$ cat config.mk
export PLATFORM = sky130hd
export DESIGN_NAME = scc_core_regs
export DESIGN_NICKNAME = d
export VERILOG_FILES = /design/src/scc_pkg.sv /design/src/scc_core_regs.sv
export VERILOG_INCLUDE_DIRS = /design/src
export SDC_FILE = /design/constraint.sdc
export NUM_CORES = 1
export LEC_CHECK = 0
export ABC_AREA = 1
export BUFFER_PORTS_ARGS = -buffer_cell sky130_fd_sc_hd__buf_4
export CORE_MARGIN = 2
export CORE_UTILIZATION = 40
export DETAILED_ROUTE_END_ITERATION = 8
export PLACE_DENSITY = 0.72
export REMOVE_ABC_BUFFERS = 1
export SKIP_CTS_REPAIR_TIMING = 1
export SLEW_MARGIN = 5
export SYNTH_ARGS = -nofsm -noshare
export SYNTH_HDL_FRONTEND = slang
export SYNTH_SLANG_ARGS = --single-unit
export TNS_END_PERCENT = 5
$ cat constraint.sdc
create_clock -name CLK -period 1.6 [get_ports CLK]
set_clock_uncertainty 0.1 [all_clocks]
set_input_delay 0.24 -clock CLK [delete_from_list [all_inputs] [get_ports CLK]]
set_output_delay 0.24 -clock CLK [all_outputs]
set_load 0.02 [all_outputs]
$ cat src/scc_params.svh
// Register map constants, strap addresses and port counts for the serializer core control registers
`ifndef SCC_PARAMS_SVH
`define SCC_PARAMS_SVH
`define SCC_OFS_BUS_ADDRESS   8'h00
`define SCC_OFS_SLEEP_RESET   8'h01
`define SCC_OFS_GEN_CONFIG    8'h03
`define SCC_BIT_ADDR_SRC      0
`define SCC_BIT_SLEEP         7
`define SCC_BIT_FULL_RST      1
`define SCC_BIT_CORE_RST      0
`define SCC_BIT_CRC_EN        7
`define SCC_BIT_RSVD_ONE      6
`define SCC_BIT_AUTO_ACK      5
`define SCC_BIT_FILTER        4
`define SCC_BIT_PASS_THRU     3
`define SCC_BIT_PCLK_AUTO     1
`define SCC_GEN_CONFIG_RESET  8'hd2
`define SCC_STRAP_BASE_ADDR   7'h0c
`define SCC_STRAP_ADDR_STEP   7'h02
`define SCC_NUM_PORTS         2
`define SCC_NUM_SYNC_IN       3
`endif

$ cat src/scc_pkg.sv
// Types shared by the serializer core control registers
package scc_pkg;
  typedef struct packed {
    logic       wr;
    logic       rd;
    logic [7:0] addr;
    logic [7:0] wdata;
  } scc_req_t;
  typedef struct packed {
    logic de;
    logic hs;
    logic vs;
  } scc_sync_t;
endpackage

$ cat src/scc_core_regs.sv
// Core control and configuration registers of the video serializer
`include "scc_params.svh"
`timescale 1ns/1ns
`default_nettype none
module scc_core_regs
(
  input  wire logic              CLK,
  input  wire logic              RST_N,
  input  wire logic              CE,
  input  wire scc_pkg::scc_req_t REG_REQ,
  output logic [7:0]             REG_RDATA,
  input  wire logic [2:0]        ADDRESS_STRAP_PIN,
  input  wire logic              SECOND_PORT_ADDRESS_ENABLE,
  input  wire logic              SECOND_PORT_VIEW_SELECT,
  input  wire logic              BCC_LINK_UP,
  input  wire logic              PCLK_PRESENT,
  input  wire logic [1:0]        ALIAS_MATCH,
  input  wire logic [1:0]        REMOTE_NACK,
  input  wire scc_pkg::scc_sync_t SYNC_IN,
  output scc_pkg::scc_sync_t     SYNC_OUT,
  output logic [6:0]             DEV_ADDR,
  output logic [6:0]             DEV_ADDR1,
  output logic                   DEV_ADDR1_EN,
  output logic                   STRAP_DONE,
  output logic                   POWER_DOWN,
  output logic                   CORE_RST,
  output logic                   CRC_CHK_EN,
  output logic [1:0]             AUTO_ACK,
  output logic [1:0]             LOCAL_NACK,
  output logic [1:0]             FORWARD,
  output logic                   USE_INT_OSC
);
  import scc_pkg::*;

  logic [2:0] strap_s1;
  logic [2:0] strap_s2;
  logic [2:0] strap_s3;
  logic [6:0] strap_addr;
  logic       strap_done;
  logic [6:0] addr_fld [`SCC_NUM_PORTS];
  logic       addr_src;
  logic       sleep;
  logic       full_rst;
  logic       core_rst;
  logic       crc_en;
  logic [1:0] auto_ack;
  logic [1:0] pass_thru;
  logic       filter_en;
  logic       pclk_auto;
  logic       sel;
  logic       wr_addr;
  logic       wr_reset;
  logic       wr_cfg;
  logic [7:0] next_rdata;
  logic [6:0] strap_code;
  logic [2:0] strap_fill;
  logic       strap_take;
  localparam logic [7:0] cfg_reset = `SCC_GEN_CONFIG_RESET;

  assign sel      = SECOND_PORT_VIEW_SELECT;
  assign wr_addr  = REG_REQ.wr && REG_REQ.addr == `SCC_OFS_BUS_ADDRESS;
  assign wr_reset = REG_REQ.wr && REG_REQ.addr == `SCC_OFS_SLEEP_RESET;
  assign wr_cfg   = REG_REQ.wr && REG_REQ.addr == `SCC_OFS_GEN_CONFIG;

  // Async strap; taken once the last two stages agree and hold real samples, not reset zeros
  always_ff @(posedge CLK or negedge RST_N)
  begin
    if (!RST_N)
    begin
      strap_s1 <= 3'h0;
      strap_s2 <= 3'h0;
      strap_s3 <= 3'h0;
      strap_fill <= 3'h0;
    end
    else if (CE)
    begin
      strap_s1 <= ADDRESS_STRAP_PIN;
      strap_s2 <= strap_s1;
      strap_s3 <= strap_s2;
      strap_fill <= {strap_fill[1:0], 1'b1};
    end
  end

  // Eight strap levels map to evenly spaced addresses
  assign strap_code = {4'h0, strap_s3} * `SCC_STRAP_ADDR_STEP;
  assign strap_take = !strap_done && strap_fill[2] && strap_s2 == strap_s3;

  // Caught once after release; a full soft reset keeps the captured strap
  always_ff @(posedge CLK or negedge RST_N)
  begin
    if (!RST_N)
    begin
      strap_addr <= 7'h00;
      strap_done <= 1'b0;
    end
    else if (CE && strap_take)
    begin
      strap_addr <= `SCC_STRAP_BASE_ADDR + strap_code;
      strap_done <= 1'b1;
    end
  end

  // Self-clearing reset pulses, one cycle after the write
  always_ff @(posedge CLK or negedge RST_N)
  begin
    if (!RST_N)
    begin
      full_rst <= 1'b0;
      core_rst <= 1'b0;
    end
    else if (CE)
    begin
      full_rst <= wr_reset && REG_REQ.wdata[`SCC_BIT_FULL_RST];
      core_rst <= wr_reset && (REG_REQ.wdata[`SCC_BIT_CORE_RST] ||
                               REG_REQ.wdata[`SCC_BIT_FULL_RST]);
    end
  end

  // Address fields follow the strap until software picks its own
  always_ff @(posedge CLK or negedge RST_N)
  begin
    if (!RST_N)
    begin
      addr_fld[0] <= 7'h00;
      addr_fld[1] <= 7'h00;
      addr_src    <= 1'b0;
    end
    else if (CE)
    begin
      if (full_rst || strap_take)
      begin
        addr_fld[0] <= full_rst ? strap_addr : `SCC_STRAP_BASE_ADDR + strap_code;
        addr_fld[1] <= full_rst ? strap_addr + 7'h01 :
                       `SCC_STRAP_BASE_ADDR + strap_code + 7'h01;
        addr_src    <= 1'b0;
      end
      else if (wr_addr)
      begin
        addr_fld[sel] <= REG_REQ.wdata[7:1];
        addr_src      <= REG_REQ.wdata[`SCC_BIT_ADDR_SRC];
      end
    end
  end

  always_ff @(posedge CLK or negedge RST_N)
  begin
    if (!RST_N)
      sleep <= 1'b0;
    else if (CE)
    begin
      if (full_rst)
        sleep <= 1'b0;
      else if (wr_reset)
        sleep <= REG_REQ.wdata[`SCC_BIT_SLEEP];
    end
  end

  // Reset values give checker, filter and clock auto-switch on
  always_ff @(posedge CLK or negedge RST_N)
  begin
    if (!RST_N)
    begin
      crc_en    <= cfg_reset[`SCC_BIT_CRC_EN];
      filter_en <= cfg_reset[`SCC_BIT_FILTER];
      pclk_auto <= cfg_reset[`SCC_BIT_PCLK_AUTO];
      auto_ack  <= 2'h0;
      pass_thru <= 2'h0;
    end
    else if (CE)
    begin
      if (full_rst)
      begin
        crc_en    <= cfg_reset[`SCC_BIT_CRC_EN];
        filter_en <= cfg_reset[`SCC_BIT_FILTER];
        pclk_auto <= cfg_reset[`SCC_BIT_PCLK_AUTO];
        auto_ack  <= 2'h0;
        pass_thru <= 2'h0;
      end
      else if (wr_cfg)
      begin
        crc_en         <= REG_REQ.wdata[`SCC_BIT_CRC_EN];
        filter_en      <= REG_REQ.wdata[`SCC_BIT_FILTER];
        pclk_auto      <= REG_REQ.wdata[`SCC_BIT_PCLK_AUTO];
        auto_ack[sel]  <= REG_REQ.wdata[`SCC_BIT_AUTO_ACK];
        pass_thru[sel] <= REG_REQ.wdata[`SCC_BIT_PASS_THRU];
      end
    end
  end

  // Read mux; unmapped offsets and reserved bits read zero, except config bit 6 which reads one
  always_comb
  begin
    next_rdata = 8'h00;
    case (REG_REQ.addr)
      `SCC_OFS_BUS_ADDRESS: next_rdata = {addr_fld[sel], addr_src};
      `SCC_OFS_SLEEP_RESET: next_rdata = {sleep, 7'h00};
      `SCC_OFS_GEN_CONFIG:
      begin
        next_rdata[`SCC_BIT_CRC_EN]    = crc_en;
        next_rdata[`SCC_BIT_RSVD_ONE]  = 1'b1;
        next_rdata[`SCC_BIT_AUTO_ACK]  = auto_ack[sel];
        next_rdata[`SCC_BIT_FILTER]    = filter_en;
        next_rdata[`SCC_BIT_PASS_THRU] = pass_thru[sel];
        next_rdata[`SCC_BIT_PCLK_AUTO] = pclk_auto;
      end
      default: next_rdata = 8'h00;
    endcase
  end

  always_ff @(posedge CLK or negedge RST_N)
  begin
    if (!RST_N)
      REG_RDATA <= 8'h00;
    else if (CE && REG_REQ.rd)
      REG_RDATA <= next_rdata;
  end

  // Two-clock pulse filter; cleared by the datapath reset
  logic [2:0] sync_prev;
  logic [2:0] sync_q;
  always_ff @(posedge CLK or negedge RST_N)
  begin
    if (!RST_N)
    begin
      sync_prev <= 3'h0;
      sync_q    <= 3'h0;
    end
    else if (CE)
    begin
      if (core_rst)
      begin
        sync_prev <= 3'h0;
        sync_q    <= 3'h0;
      end
      else
      begin
        sync_prev <= SYNC_IN;
        for (int i = 0; i < `SCC_NUM_SYNC_IN; i++)
          if (!filter_en || SYNC_IN[i] == sync_prev[i])
            sync_q[i] <= SYNC_IN[i];
      end
    end
  end
  assign SYNC_OUT = sync_q;

  assign DEV_ADDR     = addr_src ? addr_fld[0] : strap_addr;
  assign DEV_ADDR1    = addr_src ? addr_fld[1] : strap_addr + 7'h01;
  assign DEV_ADDR1_EN = SECOND_PORT_ADDRESS_ENABLE;
  assign STRAP_DONE   = strap_done;
  assign POWER_DOWN   = sleep && !BCC_LINK_UP;
  assign CORE_RST     = core_rst;
  assign CRC_CHK_EN   = crc_en;
  assign AUTO_ACK     = auto_ack;
  assign LOCAL_NACK   = REMOTE_NACK & ~auto_ack;
  assign FORWARD      = pass_thru & ALIAS_MATCH;
  assign USE_INT_OSC  = pclk_auto && !PCLK_PRESENT;
endmodule
`default_nettype wire

Word-level counts from Yosys, hierarchy flattened --
Cells that the tools add are included. W data, S select, Z words.
Cells by class: add/sub/neg operators 3, $lt $le $gt $ge 4, equal/unequal tests 6, muxes and demuxes 43, bitwise gates (word level) 4, reductions and logical operators 35
Operators by type and width (number):
- $mux W7 | 8
- $mux W14 | 2
- $mux W1 | 20
- $pmux W5 S3 | 1
- $bwmux W14 | 1
- $logic_and A1 B1 Y1 | 13
- $reduce_and A2 Y1 | 6
- $reduce_bool A2 Y1 | 6
- $eq A8 B1 Y1 const B | 1
- $eq A8 B2 Y1 const B | 1
- $logic_not A8 Y1 | 1
- $mux W2 | 4
- $add A7 B1 Y7 const B | 1
- $demux W7 S1 | 1
- $add A5 B1 Y6 const B | 1
- $mux W3 | 2
- $add A4 B4 Y5 const A | 1
- $logic_or A1 B1 Y1 | 5
- $and A2 B2 Y2 | 2
- $bwmux W2 | 2
- $logic_not A1 Y1 | 4
- $eq A1 B1 Y1 | 3
- $eq A3 B3 Y1 | 1
- $ge A2 B2 Y1 const B | 1
- other kinds (7) | 7
Word-level totals: register bits 59, bits of input ports 35, output and inout bits 37, word-level logic and storage cells 117

Depth between registers and ports, before layout --
word-level depth 8, depth in mapped cells 11, gate-level depth less buffers 10

Least setup slack after synthesis --
No wires, ideal clock.
path type flip-flop to output port, start register addr_src, end output DEV_ADDR1[1], arrival 1.200 ns, required time 1.260 ns, path slack 0.060 ns, stages on the path, launching flop included 5, buffers on the path 2, cells stage by stage dfrtp_1 > buf_2 > inv_1 > clkbuf_1 > o21ai_0
Between the ends: longest elaborated chain between the ends 1
Ends and longest elaborated chain:
- start: declaration | line scc_core_regs.sv:41 | logic addr_src;
- start signal: assignment | line scc_core_regs.sv:140 | addr_src <= REG_REQ.wdata[`SCC_BIT_ADDR_SRC];
- $mux W7 | line scc_core_regs.sv:247 | assign DEV_ADDR1 = addr_src ? addr_fld[1] : strap_addr + 7'h01;
- end: declaration | line scc_core_regs.sv:22 | output logic [6:0] DEV_ADDR1,
Every way passes these cells.

Final worst setup path --
start register addr_src, end output DEV_ADDR[3]
Between the ends: longest elaborated chain between the ends 1
Ends and longest elaborated chain:
- $mux W7 | line scc_core_regs.sv:246 | assign DEV_ADDR = addr_src ? addr_fld[0] : strap_addr;
- end: declaration | line scc_core_regs.sv:21 | output logic [6:0] DEV_ADDR,
Every way passes these cells.

==> results_dict.tcl <==
set metrics [dict create \
    layout-drive-gt1-share_pct 24.64 \
    synth_compound_area_share_pct 9.983 \
    via_per_inst 4.888 \
    dpl.hpwl_um 5851 \
    drt-pass1-iter-count 5 \
    worst_pin_slew_ns 0.3634 \
    synth_async_sr_flop_share_pct 100.0 \
    yosysWarnings 0 \
    yosys.area_share.simple_pct 34.00 \
    ys_seq_elements 56 \
    crit_required_ns 1.26 \
    wl_met3_um 441 \
    combPwrFrac_pct 35.2 \
    worstSetupPathType "reg -> out" \
    final_nets 518 \
    clkSinkCount 56 \
    hold_class "in -> reg" \
    p_switching_uw 1579 \
    io_pins 72 \
    grt_pass1_vias 2747 \
    area_growth_pct 27.15 \
    die_h_um 90.54 \
    p_clk_share_pct 19.6 \
    core-area_um2 7253 \
    wl_um 7690 \
    synth_area_leader_cell "dfrtp_1" \
    drt-initial-drc-count 210 \
    fin_util_pct 52.51 \
    track_usage_pct 19.26 \
    antenna_found_initial 0 \
    io_buffers 69 \
    netlist_instances 406 \
    wl_met2_um 3476 \
    start_kind "register" \
    drc_errors 0 \
    grt_pass1_wl_um 12840 \
    register_area_um2 1406 \
    setup_viol 0 \
    p_sw_share_pct 37.64 \
    arrival_ns 1.24 \
    diodes 0 \
    met1_length_um 3624 \
    fin_hold_ws_ns 0.01783 \
    cts_buffer_depth 2 \
    place.gp.congestion 0.9732 \
    slew_headroom_pct 75.71 \
    root_buffer "clkbuf_8" \
    power_density_nw_per_um2 1101 \
    avgSynthCellArea_um2 7.378 \
    synthXorXnorAreaFrac_pct 0 \
    clock_latency_ns 0.32 \
    yosysSeqAreaShare_pct 46.91 \
    die_width_um 90.54 \
    yosys-top-cells-count "nand2_1 (153), dfrtp_1 (53), inv_1 (42), nand3_1 (34), nor2_1 (25)" \
    post-route-period-util_pct 98.46 \
    synth_area_um2 2995 \
    synthTopCellsByArea "dfrtp_1 (44%), nand2_1 (19%), nand3_1 (5.7%)" \
    hold_viol 0 \
    leakagePower_uw 0.002061 \
    clkTransAtPathRegs_ns 0.10 \
    layout_min_cycle_time_ns 1.575 \
    numCtsBuffers 5 \
    synth_ff_type "dfrtp_1" \
    synth.most_common_cell "nand2_1" \
    synthMuxAreaShare_pct 0 \
    synth.top_cell.area_share_pct 44.28 \
    status "finished clean" \
    dr_total_vias 2845 \
    maxSlewViolCount 0 \
    routed.top_layer "met4" \
    cp-end-kind "primary output" \
    n_fill_cell 705 \
    cts_tree "built" \
    h-tree-depth 2 \
    grt_start_max_net_pins 34 \
    rsz0062_at_grt "true" \
    synth_edf_count 0 \
    seqPwrFrac_pct 45.2 \
    gr-total-overflow 0 \
    crit_fanout 11 \
    p_int_uw 2616 \
    post_dp_cell_area_um2 3645 \
    std_cell_rows 31 \
    multi_input_area_um2 1368 \
    die_area_um2 8197 \
    synth_top_family_by_area "simple AND/OR/NAND/NOR gates" \
    tns_ns 0 \
    synth-adder-area-share_pct 0.4177 \
    fmax_mhz 634.7 \
    start_util_pct 41.30 \
    wl_per_cell_um 13.21 \
    synth_cell_type_count 32 \
    antenna_left 0 \
    final_cell_area_um2 3809 \
    vdd_drop_max_mv 0.6363 \
    drv_cap 0 \
]
-- path summary, 6_finish.rpt --
path	startpoint	end	slack [ns]	cells past startpoint
worst max-delay path	addr_src$_DFFE_PN0P_	DEV_ADDR[3]	0.02	4
worst min-delay path	ADDRESS_STRAP_PIN[2]	strap_s1[2]$_DFFE_PN0P_	0.02	3
max in group asynchronous	RST_N	filter_en$_DFFE_PN1P_	0.60	3
worst min register to register	strap_fill[0]$_DFFE_PN0P_	strap_fill[0]$_DFFE_PN0P_	0.36	2
min in group asynchronous	RST_N	REG_RDATA[7]$_DFFE_PN0P_	0.25	2
worst max register to register	STRAP_DONE$_DFFE_PN0P_	addr_fld[5]$_DFFE_PN0P_	0.06	8
-- final cells by class --
class                      count  share of cell area, %
clock inverter                 1                 0.1971
inverter                      48                  4.796
sequential                    56                  36.93
clock buffer                   7                  2.267
timing repair buffer          82                  16.66
tap                           99                  3.252
multi-input combinational    289                  35.91
-- per-stage QoR --
step                std cells  worst slack (ns)  total power (µW)
CTS                       578           -0.1608              4164
detailed placement        570          0.005230              3347
floorplan                 392           0.09501              2660
global route              582          -0.05125              4442
global placement          570           0.04462              3313
finish                    582           0.02457              4195
-- power groups by stage --
| stage | Sequential (µW) | Combinational (µW) | Clock [µW] |
|---|---|---|---|
| 2_1_floorplan | 1890 | 768 | 0 |
| 4_1_cts | 1880 | 1440 | 840 |
| 3_3_place_gp | 1910 | 1410 | 0 |
| 3_5_place_dp | 1910 | 1440 | 0 |
| 6_report | 1900 | 1480 | 820 |
| 5_1_grt | 1920 | 1640 | 882 |
-- cell families after synthesis --
group	Yosys count
compound gates	54
simple gates	233
fa+ha+maj	1
buf+inv	62
flops	56
-- worst max-delay path, stage by stage, from the launching register on --
cell	delay, ns
dfrtp_1	0.42
inv_4	0.12
nand2_1	0.10
o21ai_0	0.10
buf_4	0.18
-- layer usage --
| layer | vias up | global-route usage (%) |
|---|---|---|
| met5 | - | 0 |
| met4 | 0 | 7.308 |
| met3 | 15 | 3.673 |
| met2 | 102 | 30.53 |
| met1 | 1301 | 26.20 |
| li1 | 1427 | - |
-- cell usage in the layout (no fill, tap or decap), types with 2 or more instances in the layout --
cell type and n:
a21oi_1 11, buf_4 79, clkbuf_8 6, dfrtp_1 52, dfstp_2 3, inv_1 41
inv_2 5, nand2_1 153, nand2_4 5, nand3_1 34, nand3_4 2, nor2_1 24
nor2_2 4, nor2_4 2, o21ai_0 17, o21ai_1 18, o22ai_1 2, o31ai_1 3
or2_2 3
-- flip-flops by register name, indices dropped and copies added (netlist names), 3 cells and up --
register / count
addr_fld: 14
REG_RDATA: 8
strap_addr: 4
SYNC_OUT: 3
strap_fill: 3
strap_s1: 3
strap_s2: 3
strap_s3: 3
sync_prev: 3
(Power assumes the default switching activity.)
